==> src/dcg_pkg.sv <==
// dcg_pkg: register map, field layout and carriers of the camera general register group
package dcg_pkg;
   localparam int unsigned ADDR_W = 16;
   localparam int unsigned DATA_W = 16;

   // register offsets (16-bit word addresses)
   localparam logic [15:0] OFF_MODE    = 16'h0001;
   localparam logic [15:0] OFF_FLAGS   = 16'h0003;
   localparam logic [15:0] OFF_FORMAT  = 16'h0004;
   localparam logic [15:0] OFF_EXPO    = 16'h0005;
   localparam logic [15:0] OFF_HWID    = 16'h0006;
   localparam logic [15:0] OFF_BOARD   = 16'h0007;
   localparam logic [15:0] OFF_FREQ    = 16'h0009;
   localparam logic [15:0] OFF_UNLOCK  = 16'h0022;
   localparam logic [15:0] OFF_CMD     = 16'h0033;
   localparam logic [15:0] OFF_SWVER   = 16'h8000;
   localparam logic [15:0] OFF_FRATE   = 16'hA000;

   // reset values
   localparam logic [15:0] RST_MODE    = 16'h0001;
   localparam logic [15:0] RST_FLAGS   = 16'h0040;
   localparam logic [15:0] RST_FORMAT  = 16'h0000;
   localparam logic [15:0] RST_EXPO    = 16'h05DC;
   localparam logic [15:0] RST_FREQ    = 16'h07D0;
   localparam logic [15:0] RST_FRATE   = 16'h0028;
   localparam logic [15:0] RST_UNLOCK  = 16'h0000;

   // limits and keys
   localparam logic [15:0] EXPO_MIN    = 16'h0001;
   localparam logic [15:0] EXPO_MAX    = 16'h1D4C;
   localparam logic [15:0] KEY_FLASH   = 16'h4877;
   localparam logic [7:0]  FORMAT_MAX  = 8'h15;
   localparam logic [15:0] CMD_SAVE    = 16'h0001;
   localparam logic [15:0] CMD_CLEAR   = 16'h0002;

   // mode register fields
   localparam int unsigned MODE_VIDEO  = 0;
   localparam int unsigned MODE_TRIG   = 4;
   localparam int unsigned MODE_CLR    = 6;
   localparam int unsigned MODE_SNAP   = 11;

   // content select field
   localparam int unsigned FMT_LO      = 3;
   localparam int unsigned FMT_HI      = 10;

   // condition flag positions
   localparam int unsigned FL_LIGHT_T  = 3;
   localparam int unsigned FL_TIM_T    = 4;
   localparam int unsigned FL_CAL      = 5;
   localparam int unsigned FL_FACT     = 6;
   localparam int unsigned FL_RESTORE  = 8;
   localparam int unsigned FL_POE      = 10;
   localparam int unsigned FL_LIGHTERR = 11;
   localparam int unsigned FL_COLOUR   = 13;
   localparam int unsigned FL_BOARD_T  = 14;
   localparam int unsigned FL_TIM_ERR  = 15;

   // level conditions follow their source; event conditions are sticky
   localparam logic [15:0] LEVEL_MASK  = 16'hC038;
   localparam logic [15:0] STICKY_MASK = 16'h2D40;

   // register bus request
   typedef struct packed {
      logic [15:0] addr;
      logic [15:0] wdata;
      logic        wr;
      logic        rd;
   } dcg_req_t;

   // condition inputs from the rest of the camera
   typedef struct packed {
      logic light_temp_err;
      logic tim_temp_err;
      logic calib_missing;
      logic factory_loaded;
      logic fw_restored;
      logic poe_limited;
      logic light_module_err;
      logic colour_err;
      logic board_temp_err;
      logic tim_fault;
   } dcg_cond_t;

   // one-cycle commands toward the camera
   typedef struct packed {
      logic manual_frame;
      logic snapshot;
      logic flash_save;
      logic flash_clear;
   } dcg_cmd_t;
endpackage

==> src/dcg_sync.sv <==
// dcg_sync: two-flop synchroniser for a vector of levels
`timescale 1ns/1ps
module dcg_sync #(
   parameter int unsigned W = 10
) (
   // clock and reset
   input  wire logic         clock,
   input  wire logic         reset,
   // levels
   input  wire logic [W-1:0] din,
   output logic      [W-1:0] dout
);
   logic [W-1:0] meta_r;

   always_ff @(posedge clock) begin
      if (reset) begin
         meta_r <= '0;
         dout   <= '0;
      end else begin
         meta_r <= din;
         dout   <= meta_r;
      end
   end
endmodule

==> src/dcg_flags.sv <==
// dcg_flags: condition flag word with level and sticky bits
`timescale 1ns/1ps
module dcg_flags (
   // clock and reset
   input  wire logic        clock,
   input  wire logic        reset,
   // synchronised conditions
   input  dcg_pkg::dcg_cond_t cond,
   // clear request from the mode register
   input  wire logic        clear,
   // flag word
   output logic      [15:0] flags
);
   logic [15:0] raw;
   logic [15:0] sticky_r;
   logic [15:0] sticky_nxt;

   always_comb begin
      raw = '0;
      raw[dcg_pkg::FL_LIGHT_T]  = cond.light_temp_err;
      raw[dcg_pkg::FL_TIM_T]    = cond.tim_temp_err;
      raw[dcg_pkg::FL_CAL]      = cond.calib_missing;
      raw[dcg_pkg::FL_FACT]     = cond.factory_loaded;
      raw[dcg_pkg::FL_RESTORE]  = cond.fw_restored;
      raw[dcg_pkg::FL_POE]      = cond.poe_limited;
      raw[dcg_pkg::FL_LIGHTERR] = cond.light_module_err;
      raw[dcg_pkg::FL_COLOUR]   = cond.colour_err;
      raw[dcg_pkg::FL_BOARD_T]  = cond.board_temp_err;
      raw[dcg_pkg::FL_TIM_ERR]  = cond.tim_fault;
   end

   // a new event in the clear cycle survives the clear
   always_comb begin
      sticky_nxt = clear ? '0 : sticky_r;
      sticky_nxt = sticky_nxt | (raw & dcg_pkg::STICKY_MASK);
   end

   always_ff @(posedge clock) begin
      if (reset) begin
         sticky_r <= dcg_pkg::RST_FLAGS;
      end else begin
         sticky_r <= sticky_nxt;
      end
   end

   assign flags = sticky_r | (raw & dcg_pkg::LEVEL_MASK);
endmodule

==> src/dcg_regs.sv <==
// dcg_regs: general control and status register group of the depth camera
// ****************************************************************
// What this block does
// - critical functions need prior unlock write
// - flash save/clear need flash unlock value
// - mode bit 0 selects manual/video, resets video
// - mode bit 4 triggers one frame, self-clears
// - mode bit 6 clears flags, self-clears
// - mode bit 11 triggers snapshot, self-clears
// - flag bit 3: light module temperature error
// - flag bit 4: timing module temperature error
// - flag bit 5: calibration data missing
// - flag bit 6: factory map loaded, reset value
// - flag bit 8: previous firmware restored
// - flag bit 10: power budget limited rates
// - flag bit 11: light module error reported
// - flag bit 13: colour stream failure
// - flag bit 14: base board temperature error
// - flag bit 15: timing module fault
// - format field bits 3-10, codes 0-21, reset 0
// - exposure microseconds, default 1500, range 1-7500
// - board info bits 0-3: PCB revision
// - version fields 0-5, 6-10, 11-15
// - modulation frequency in 10 kHz, default 2000
// ****************************************************************
`timescale 1ns/1ps
module dcg_regs #(
   parameter logic [15:0] HW_ID     = 16'h0A5A, // arbitrary value
   parameter logic [3:0]  BOARD_REV = 4'h0,     // arbitrary value
   parameter logic [5:0]  VER_FIX   = 6'h00,    // arbitrary value
   parameter logic [4:0]  VER_MINOR = 5'h00,    // arbitrary value
   parameter logic [4:0]  VER_MAJOR = 5'h01     // arbitrary value
) (
   // clock and reset
   input  wire logic         clock,
   input  wire logic         reset,
   // register port
   input  dcg_pkg::dcg_req_t req,
   output logic       [15:0] rdata,
   // camera conditions, asynchronous levels
   input  dcg_pkg::dcg_cond_t cond_async,
   // settings toward the camera
   output logic              video_mode,
   output logic       [7:0]  content_select,
   output logic       [15:0] exposure_us,
   output logic       [15:0] mod_freq,
   output logic       [15:0] frame_rate,
   // one-cycle commands
   output dcg_pkg::dcg_cmd_t cmd
);
   // ****************************************************************
   // decode
   // ****************************************************************
   function automatic logic hit(input logic [15:0] a, input logic [15:0] off);
      hit = (a == off);
   endfunction

   logic wr_mode;
   logic wr_format;
   logic wr_expo;
   logic wr_freq;
   logic wr_frate;
   logic wr_unlock;
   logic wr_cmd;

   assign wr_mode   = req.wr && hit(req.addr, dcg_pkg::OFF_MODE);
   assign wr_format = req.wr && hit(req.addr, dcg_pkg::OFF_FORMAT);
   assign wr_expo   = req.wr && hit(req.addr, dcg_pkg::OFF_EXPO);
   assign wr_freq   = req.wr && hit(req.addr, dcg_pkg::OFF_FREQ);
   assign wr_frate  = req.wr && hit(req.addr, dcg_pkg::OFF_FRATE);
   assign wr_unlock = req.wr && hit(req.addr, dcg_pkg::OFF_UNLOCK);
   assign wr_cmd    = req.wr && hit(req.addr, dcg_pkg::OFF_CMD);

   // ****************************************************************
   // conditions and flag word
   // ****************************************************************
   dcg_pkg::dcg_cond_t cond_s;
   logic [15:0]        flags;
   logic               clr_r;

   dcg_sync #(
      .W ($bits(dcg_pkg::dcg_cond_t))
   ) u_sync (
      .clock (clock),
      .reset (reset),
      .din   (cond_async),
      .dout  (cond_s)
   );

   dcg_flags u_flags (
      .clock (clock),
      .reset (reset),
      .cond  (cond_s),
      .clear (clr_r),
      .flags (flags)
   );

   // ****************************************************************
   // mode register
   // ****************************************************************
   logic video_r;
   logic trig_r;
   logic snap_r;

   always_ff @(posedge clock) begin
      if (reset) begin
         video_r <= dcg_pkg::RST_MODE[dcg_pkg::MODE_VIDEO];
      end else if (wr_mode) begin
         video_r <= req.wdata[dcg_pkg::MODE_VIDEO];
      end
   end

   // self-clearing bits: high for exactly one cycle after the write
   always_ff @(posedge clock) begin
      if (reset) begin
         trig_r <= 1'b0;
         snap_r <= 1'b0;
         clr_r  <= 1'b0;
      end else begin
         trig_r <= wr_mode && req.wdata[dcg_pkg::MODE_TRIG];
         snap_r <= wr_mode && req.wdata[dcg_pkg::MODE_SNAP];
         clr_r  <= wr_mode && req.wdata[dcg_pkg::MODE_CLR];
      end
   end

   // ****************************************************************
   // settings
   // ****************************************************************
   logic [7:0]  format_r;
   logic [15:0] expo_r;
   logic [15:0] freq_r;
   logic [15:0] frate_r;
   logic [7:0]  fmt_in;
   logic [15:0] expo_nxt;

   assign fmt_in = req.wdata[dcg_pkg::FMT_HI:dcg_pkg::FMT_LO];

   // codes above the last defined one are ignored
   always_ff @(posedge clock) begin
      if (reset) begin
         format_r <= dcg_pkg::RST_FORMAT[dcg_pkg::FMT_HI:dcg_pkg::FMT_LO];
      end else if (wr_format && fmt_in <= dcg_pkg::FORMAT_MAX) begin
         format_r <= fmt_in;
      end
   end

   // out-of-range exposure is clamped into the legal range
   always_comb begin
      expo_nxt = req.wdata;
      if (req.wdata < dcg_pkg::EXPO_MIN) begin
         expo_nxt = dcg_pkg::EXPO_MIN;
      end else if (req.wdata > dcg_pkg::EXPO_MAX) begin
         expo_nxt = dcg_pkg::EXPO_MAX;
      end
   end

   always_ff @(posedge clock) begin
      if (reset) begin
         expo_r <= dcg_pkg::RST_EXPO;
      end else if (wr_expo) begin
         expo_r <= expo_nxt;
      end
   end

   always_ff @(posedge clock) begin
      if (reset) begin
         freq_r <= dcg_pkg::RST_FREQ;
      end else if (wr_freq) begin
         freq_r <= req.wdata;
      end
   end

   always_ff @(posedge clock) begin
      if (reset) begin
         frate_r <= dcg_pkg::RST_FRATE;
      end else if (wr_frate) begin
         frate_r <= req.wdata;
      end
   end

   // ****************************************************************
   // unlock word and flash commands
   // ****************************************************************
   logic [15:0] unlock_r;
   logic        save_r;
   logic        fclr_r;
   logic        unlocked;

   assign unlocked = (unlock_r == dcg_pkg::KEY_FLASH);

   // the key is consumed by the next command write
   always_ff @(posedge clock) begin
      if (reset) begin
         unlock_r <= dcg_pkg::RST_UNLOCK;
      end else if (wr_unlock) begin
         unlock_r <= req.wdata;
      end else if (wr_cmd) begin
         unlock_r <= dcg_pkg::RST_UNLOCK;
      end
   end

   always_ff @(posedge clock) begin
      if (reset) begin
         save_r <= 1'b0;
         fclr_r <= 1'b0;
      end else begin
         save_r <= wr_cmd && unlocked && req.wdata == dcg_pkg::CMD_SAVE;
         fclr_r <= wr_cmd && unlocked && req.wdata == dcg_pkg::CMD_CLEAR;
      end
   end

   // ****************************************************************
   // read path
   // ****************************************************************
   logic [15:0] rd_nxt;
   logic [15:0] rdata_r;

   // read-only offsets have no write decode at all
   always_comb begin
      rd_nxt = '0;
      case (req.addr)
         dcg_pkg::OFF_MODE: begin
            rd_nxt[dcg_pkg::MODE_VIDEO] = video_r;
         end
         dcg_pkg::OFF_FLAGS: begin
            rd_nxt = flags;
         end
         dcg_pkg::OFF_FORMAT: begin
            rd_nxt[dcg_pkg::FMT_HI:dcg_pkg::FMT_LO] = format_r;
         end
         dcg_pkg::OFF_EXPO: begin
            rd_nxt = expo_r;
         end
         dcg_pkg::OFF_HWID: begin
            rd_nxt = HW_ID;
         end
         dcg_pkg::OFF_BOARD: begin
            rd_nxt[3:0] = BOARD_REV;
         end
         dcg_pkg::OFF_FREQ: begin
            rd_nxt = freq_r;
         end
         dcg_pkg::OFF_UNLOCK: begin
            rd_nxt = unlock_r;
         end
         dcg_pkg::OFF_SWVER: begin
            rd_nxt = {VER_MAJOR, VER_MINOR, VER_FIX};
         end
         dcg_pkg::OFF_FRATE: begin
            rd_nxt = frate_r;
         end
         default: begin
            rd_nxt = '0;
         end
      endcase
   end

   always_ff @(posedge clock) begin
      if (reset) begin
         rdata_r <= '0;
      end else begin
         rdata_r <= req.rd ? rd_nxt : '0;
      end
   end

   // ****************************************************************
   // outputs
   // ****************************************************************
   assign rdata              = rdata_r;
   assign video_mode         = video_r;
   assign content_select     = format_r;
   assign exposure_us        = expo_r;
   assign mod_freq           = freq_r;
   assign frame_rate         = frate_r;
   assign cmd.manual_frame   = trig_r;
   assign cmd.snapshot       = snap_r;
   assign cmd.flash_save     = save_r;
   assign cmd.flash_clear    = fclr_r;

   // ****************************************************************
   // checks
   // ****************************************************************
   a_flash_needs_key: assert property (@(posedge clock) disable iff (reset)
      (wr_cmd && unlock_r != dcg_pkg::KEY_FLASH) |=> !save_r && !fclr_r)
      else $error("flash command taken without key");
   a_key_then_save: assert property (@(posedge clock) disable iff (reset)
      (wr_unlock && req.wdata == dcg_pkg::KEY_FLASH) ##1
      (wr_cmd && req.wdata == dcg_pkg::CMD_SAVE) |=> save_r)
      else $error("unlocked save not issued");
   a_mode_select: assert property (@(posedge clock) disable iff (reset)
      wr_mode |=> video_mode == $past(req.wdata[dcg_pkg::MODE_VIDEO]))
      else $error("mode bit not taken");
   a_trig_pulse: assert property (@(posedge clock) disable iff (reset)
      (wr_mode && req.wdata[dcg_pkg::MODE_TRIG]) |=> cmd.manual_frame ##1
      (!cmd.manual_frame || $past(wr_mode && req.wdata[dcg_pkg::MODE_TRIG])))
      else $error("manual frame not one pulse");
   a_clear_flags: assert property (@(posedge clock) disable iff (reset)
      clr_r && !(|(u_flags.raw & dcg_pkg::STICKY_MASK)) |=>
      (u_flags.sticky_r == '0))
      else $error("flag clear failed");
   a_snap_pulse: assert property (@(posedge clock) disable iff (reset)
      (wr_mode && req.wdata[dcg_pkg::MODE_SNAP]) |=> cmd.snapshot)
      else $error("snapshot not issued");
   a_expo_range: assert property (@(posedge clock) disable iff (reset)
      exposure_us >= dcg_pkg::EXPO_MIN && exposure_us <= dcg_pkg::EXPO_MAX)
      else $error("exposure out of range");
   a_format_range: assert property (@(posedge clock) disable iff (reset)
      content_select <= dcg_pkg::FORMAT_MAX)
      else $error("content code out of range");
   a_ro_read_hwid: assert property (@(posedge clock) disable iff (reset)
      (req.rd && req.addr == dcg_pkg::OFF_HWID) |=> rdata == HW_ID)
      else $error("identifier read wrong");
   a_tim_fault_flag: assert property (@(posedge clock) disable iff (reset)
      cond_s.tim_fault |-> flags[dcg_pkg::FL_TIM_ERR])
      else $error("timing fault not shown");
   a_trig_quiet: assert property (@(posedge clock) disable iff (reset)
      !(wr_mode && req.wdata[dcg_pkg::MODE_TRIG]) |=> !cmd.manual_frame)
      else $error("manual frame without request");
   a_snap_quiet: assert property (@(posedge clock) disable iff (reset)
      !(wr_mode && req.wdata[dcg_pkg::MODE_SNAP]) |=> !cmd.snapshot)
      else $error("snapshot without request");
   a_clear_quiet: assert property (@(posedge clock) disable iff (reset)
      !(wr_mode && req.wdata[dcg_pkg::MODE_CLR]) |=> !clr_r)
      else $error("flag clear without request");
   a_clear_set_wins: assert property (@(posedge clock) disable iff (reset)
      clr_r |=> u_flags.sticky_r == $past(u_flags.raw & dcg_pkg::STICKY_MASK))
      else $error("event lost in clear cycle");
   a_sticky_kept: assert property (@(posedge clock) disable iff (reset)
      (flags[dcg_pkg::FL_RESTORE] && !clr_r) |=> flags[dcg_pkg::FL_RESTORE])
      else $error("restore flag lost");
   a_level_follow: assert property (@(posedge clock) disable iff (reset)
      !cond_s.board_temp_err |-> !flags[dcg_pkg::FL_BOARD_T])
      else $error("board temperature flag stuck");
   a_format_keep: assert property (@(posedge clock) disable iff (reset)
      (wr_format && fmt_in > dcg_pkg::FORMAT_MAX) |=> $stable(content_select))
      else $error("illegal content code taken");
   a_expo_clamp: assert property (@(posedge clock) disable iff (reset)
      (wr_expo && req.wdata > dcg_pkg::EXPO_MAX) |=> exposure_us == dcg_pkg::EXPO_MAX)
      else $error("exposure not clamped");
   a_key_consumed: assert property (@(posedge clock) disable iff (reset)
      wr_cmd |=> !unlocked)
      else $error("unlock word not consumed");
   a_freq_taken: assert property (@(posedge clock) disable iff (reset)
      wr_freq |=> mod_freq == $past(req.wdata))
      else $error("frequency write not taken");
endmodule

==> config.mk <==
export PLATFORM = sky130hd
export DESIGN_NAME = dcg_regs
export DESIGN_NICKNAME = d
export VERILOG_FILES = /design/src/dcg_pkg.sv /design/src/dcg_sync.sv /design/src/dcg_flags.sv /design/src/dcg_regs.sv
export SDC_FILE = /design/constraint.sdc
export NUM_CORES = 1
export LEC_CHECK = 0
export BUFFER_PORTS_ARGS = -buffer_cell sky130_fd_sc_hd__clkbuf_2
export CAP_MARGIN = 15
export CORE_MARGIN = 5
export CORE_UTILIZATION = 50
export DETAILED_ROUTE_END_ITERATION = 10
export GPL_TIMING_DRIVEN = 0
export MAX_ROUTING_LAYER = met4
export PLACE_DENSITY = 0.76
export SLEW_MARGIN = 20
export SYNTH_ARGS = -nofsm -noshare
export SYNTH_HDL_FRONTEND = slang
export SYNTH_SLANG_ARGS = --single-unit
==> constraint.sdc <==
create_clock -name clock -period 2.95 [get_ports clock]
set_clock_uncertainty 0.2 [all_clocks]
set_input_delay 0.295 -clock clock [delete_from_list [all_inputs] [get_ports clock]]
set_output_delay 0.295 -clock clock [all_outputs]
set_load 0.02 [all_outputs]
==> results of run 1 <==
## final timing paths
path                                     start             endpoint  slack, ns  cells after the start
worst min-delay path                    req[6]               trig_r       0.06                      2
worst max register to register     unlock_r[9]               save_r       0.63                      6
worst max-delay path                   req[31]               save_r       0.03                      8
worst min register to register  u_sync.dout[6]  u_flags.sticky_r[6]       0.22                      1
## placed cells by master (no fill, tap or decap), types with 3 or more instances in the layout
cell type and instances:
clkbuf_8 4, nand4_1 4, nor2b_1 28, a22o_1 11, bufinv_16 6, o21bai_1 6
buf_1 3, nor2_1 73, clkbuf_1 29, nor4b_1 4, and3_1 7, and2_1 10
a2bb2oi_1 3, a222oi_1 6, inv_1 5, or4_4 3, a211o_1 4, buf_2 10
nand3_1 8, or3_1 4, nor3b_1 3, a211oi_1 8, a22oi_1 34, nor3_1 8
dlygate4sd3_1 27, nor4_1 6, nand2_1 33, nand2b_1 8, a21oi_1 31, clkbuf_16 16
o21ai_0 11, clkbuf_2 114, mux2i_1 25, dfxtp_1 119, nand4b_1 4, buf_4 4
## through the flow
stage	setup WS, ns	std cells
5_1_grt	0.00646	844
3_5_place_dp	-0.232	786
6_report	0.0348	844
4_1_cts	0.0316	845
3_3_place_gp	-0.176	786
2_1_floorplan	0.478	539
## state kept, by name (all words and copies together) (netlist names)
register          flops
clr_r                 1
save_r                1
content_select        8
video_mode            1
rdata                16
fclr_r                1
unlock_r             16
u_flags.sticky_r      5
frame_rate           16
u_sync.dout          10
mod_freq             16
snap_r                1
exposure_us          16
u_sync.meta_r        10
trig_r                1
## final cells by class
| type | count | area, um^2 | area share [%] |
|---|---|---|---|
| Tap cell | 133 | 166 | 2.52 |
| Sequential cell | 119 | 2380 | 36.1 |
| Clock buffer | 21 | 459 | 6.95 |
| Multi-Input combinational cell | 368 | 2310 | 35.0 |
| Timing Repair Buffer | 141 | 841 | 12.7 |
| Buffer | 46 | 208 | 3.14 |
| Clock inverter | 11 | 218 | 3.30 |
| Inverter | 5 | 18.8 | 0.284 |
## layer usage
layer / vias to the layer above / global-route usage, % / part of all wire, %
met5: - / - / 0
li1: 2250 / - / -
met4: 0 / 13.6 / 3.9
met3: 51 / 6.63 / 10
met1: 2288 / 37.6 / 40
met2: 325 / 46.3 / 45
## cells by family after synthesis
group	share of synthesized area, %
AND/OR/NAND/NOR	23.2
buffers and inverters	4.68
multiplexers	5.09
flip-flops	48.4
AO/OA/AOI/OAI	18.2
XOR/XNOR	0.356
## critical path, cell delays in order
cell and delay, ns:
dlygate4sd3_1 0.54, clkbuf_2 0.14, or3_1 0.43, or3_4 0.40, nor4_2 0.39, nand4b_1 0.20, nor3b_1 0.22, dlygate4sd3_1 0.57
## timing repair
| action | in CTS | in global routing |
|---|---|---|
| gates resized for setup | 0 | 2 |
| hold endpoints to repair | 64 | 0 |
| endpoints found under the setup margin | 0 | 20 |
| hold buffers | 27 | 0 |
## power by group through the flow
stage | Sequential (uW) | Combinational, uW | Clock, uW
finish | 1630 | 205 | 2350
global route | 1630 | 218 | 2450
CTS | 1630 | 200 | 2360
detailed placement | 1660 | 171 | 0
global placement | 1660 | 170 | 0
floorplan | 1660 | 89.5 | 0
==> flow_summary.toml, run 1 <==
[sta]
worst_pin_slew_ns = 1.03
fmax_mhz = 343
setup_viol = 0
fin_crit_ns = 2.92
hold_ws_ns = 0.0590
final-hold-violation-count = 0
setup_tns_ns = 0
maxSlewViolCount = 0
rsz0062_at_grt = "false"
finalCritPeriodShare_pct = 98.8
slew-limit-headroom_pct = 30.7

[route]
drt-initial-drc-count = 694
post_drt_wl_per_cell_um = 20.3
drc = 0
first_pass_iters = 8
via_per_inst = 5.82
via_count = 4914
drtAntennaViolNets = 0
totalWireLength_mm = 17.1

[pwr]
ir_drop_mv = 0.380
fin_total_pwr_uw = 4190
comb_power_share_pct = 4.9
p_clk_share_pct = 56.2
swShare_pct = 20.8
power.internal_uw = 3320
p_sw_uw = 873
power.density_nw_per_um2 = 634
p_leak_uw = 0.00271
pwr-share-seq_pct = 38.9

[final_layout]
fillers = 794
finalNetCount = 744
antenna_cells = 0
final_area_um2 = 6610
drive_gt1_share_pct = 23.8
syn2layout_area_growth_pct = 34.4
finalCoreUtilization_pct = 68.2

[synth]
synthesis.nets = 585
ys_seq_area_share_pct = 48.4
syn_area_um2 = 4920
syn-instance-count = 539
synth_area_leaders = "dfxtp_1 (48%), nor2_1 (5.6%), a22oi_1 (5.2%)"
synth_top_cell_by_area = "dfxtp_1"
synth_edf_count = 0
yosysMostFrequentCell = "dfxtp_1"
ys_seq_elements = 119
synth_top_area_share_pct = 48.4
async_reset_ff_share_pct = 0
synth_cell_types = 52
avgSynthCellArea_um2 = 9.12
ys_top_cells_by_count = "dfxtp_1 (119), nor2_1 (74), a22oi_1 (34)"
yosysWarnings = 0
synth_ff_type = "dfxtp_1"

[setup_path]
worstPathRequired_ns = 3.22
path_max_fanout = 5
end_kind = "flip-flop"
arrival_ns = 3.18
cp-start-kind = "input pin"
crit_type = "in -> reg"

[place]
place_congestion = 0.967
buffer_ports.inserted = 114
place_area_um2 = 5650
dp_hpwl_mm = 12.3

[floorplanning]
core_um2 = 9680
num_io_pins = 123
die_area_um2 = 11900
chipHeight_um = 109
die_x_um = 109
rows = 36
initial_core_util_pct = 50.8

[clock_tree]
ctsLongestPathBuffers = 2
clock_sinks = 119
clkTransAtPathRegs_ns = 0.06
worstSkewPairLatency_ns = 0.52
tritoncts = "built"
cts_max_level = 4
cts_buffers = 17
postCtsSetupBuffers = 0
cts_root_buf = "clkbuf_8"

[worst_hold_path]
hold_path.class = "in -> reg"

[run]
cap_violations = 0

[run_status]
status = "complete, no violations"

[global_route]
grt_max_degree = 17
grt_pass1_vias = 4647
grt_pass1_wl_mm = 25.7
grt_usage_pct = 30.0
grt.overflow.total = 0
antenna_found_initial = 0
Note: power is estimated with default switching activity, not from simulation.
==> run 2, diff against run 1 <==
Clock period 2.95 ns to 2.7 ns, I/O delays scaled along.
==> run 2 against run 1 <==
Critical path depth is 1 lower. First-iteration DRC count is 19% lower. Combinational power is 9.8% higher. Critical path type unchanged. Die area stayed put. Flip-flop and latch count stayed put.
==> flow_summary.toml, run 2 (synthesized netlist as in run 1, its figures left out) <==
[route]
first_pass_iters = 8
drc = 0
via_per_inst = 5.89
drt-initial-drc-count = 561
post_drt_wl_per_cell_um = 20.3
drtAntennaViolNets = 0
totalWireLength_mm = 17.1
via_count = 4968

[final_layout]
layout.cells.most_common_list = "dfxtp_1 (119), clkbuf_2 (114), nor2_1 (74)"
drive_gt1_share_pct = 23.8
final_area_um2 = 6600
antenna_cells = 0
syn2layout_area_growth_pct = 34.3
finalNetCount = 744
final_common_cell = "dfxtp_1"

[clock_tree]
cts_root_buf = "clkbuf_8"
worstSkewPairLatency_ns = 0.52
postCtsSetupBuffers = 0
cts_buffers = 17
clkTransAtPathRegs_ns = 0.06
clock_sinks = 119
tritoncts = "built"
cts_max_level = 4
ctsLongestPathBuffers = 2

[pwr]
comb_power_share_pct = 4.9
power.internal_uw = 3620
swShare_pct = 20.9
p_sw_uw = 955
fin_total_pwr_uw = 4580
pwr-share-seq_pct = 38.9
power.density_nw_per_um2 = 693
p_clk_share_pct = 56.2
ir_drop_mv = 0.420
p_leak_uw = 0.00271

[sta]
fmax_mhz = 376
rsz0062_at_grt = "false"
setup_tns_ns = 0
maxSlewViolCount = 0
setup_viol = 0
slew-limit-headroom_pct = 27.0
final-hold-violation-count = 0
hold_ws_ns = 0.0333
finalCritPeriodShare_pct = 98.5
worst_pin_slew_ns = 1.08
fin_crit_ns = 2.66

[floorplanning]
die_area_um2 = 11900
die_x_um = 109
core_um2 = 9680
initial_core_util_pct = 50.8
num_io_pins = 123
chipHeight_um = 109
rows = 36

[setup_path]
cp-start-kind = "input pin"
arrival_ns = 2.92
end_kind = "flip-flop"
path_max_fanout = 5
crit_type = "in -> reg"
worstPathRequired_ns = 2.96

[global_route]
grt_max_degree = 17
grt_pass1_wl_mm = 25.7
grt.overflow.total = 0
antenna_found_initial = 0
grt_pass1_vias = 4649
grt_usage_pct = 30.0

[place]
place_area_um2 = 5650
dp_hpwl_mm = 12.3
place_congestion = 0.967
buffer_ports.inserted = 114

[run]
cap_violations = 0

[run_status]
status = "complete, no violations"

[worst_hold_path]
hold_path.class = "in -> reg"
run 2: power by group through the flow:
stage / logic (uW) / clock network, uW / registers (uW)
finish: 225 / 2570 / 1780
global route: 238 / 2680 / 1780
CTS: 219 / 2580 / 1780
detailed placement: 187 / 0 / 1820
global placement: 186 / 0 / 1820
floorplan: 97.8 / 0 / 1810
run 2: path summary, 6_finish.rpt:
kind | startpoint | endpoint | slack (ns) | cells past startpoint
max reg2reg | unlock_r[9] | save_r | 0.34 | 6
min | req[6] | trig_r | 0.03 | 2
min reg2reg | u_sync.dout[6] | u_flags.sticky_r[6] | 0.22 | 1
max | req[17] | save_r | 0.04 | 7
run 2: critical path, stage by stage:
cell and delay [ns]:
dlygate4sd3_1 0.54, clkbuf_2 0.16, nor3_1 0.57, nand4_1 0.28, nand4b_1 0.30, nor3b_1 0.24, dlygate4sd3_1 0.57
run 2: metal layers:
metal	global-route usage (%)	vias to the layer above	share of wire, %
li1	-	2252	-
met1	37.7	2331	40
met2	45.9	328	45
met3	6.63	57	10
met4	14.3	0	4.0
met5	-	-	0
run 2: timing repair:
action                                  in CTS  in global routing
endpoints found under the setup margin       0                 14
hold endpoints to repair                    68                  0
gates resized for setup                      0                  2
hold buffers                                27                  0
run 2: cell type report:
type | instances | area (um^2)
repair buffers | 141 | 841
well taps | 133 | 166
flip-flops and latches | 119 | 2380
multi-input cells | 368 | 2310
fillers | 792 | 3080
clock buffers | 21 | 459
inverters | 5 | 18.8
clock inverters | 11 | 218
plain buffers | 46 | 208
run 2: metrics by stage:
stage | utilization [%] | cells | setup slack (ns)
2_1_floorplan | - | 539 | 0.253
3_3_place_gp | 58.4 | 786 | -0.401
3_5_place_dp | 58.4 | 786 | -0.457
4_1_cts | 68.2 | 845 | 0.0647
5_1_grt | 68.2 | 844 | 0.0190
6_report | 68.2 | 844 | 0.0394
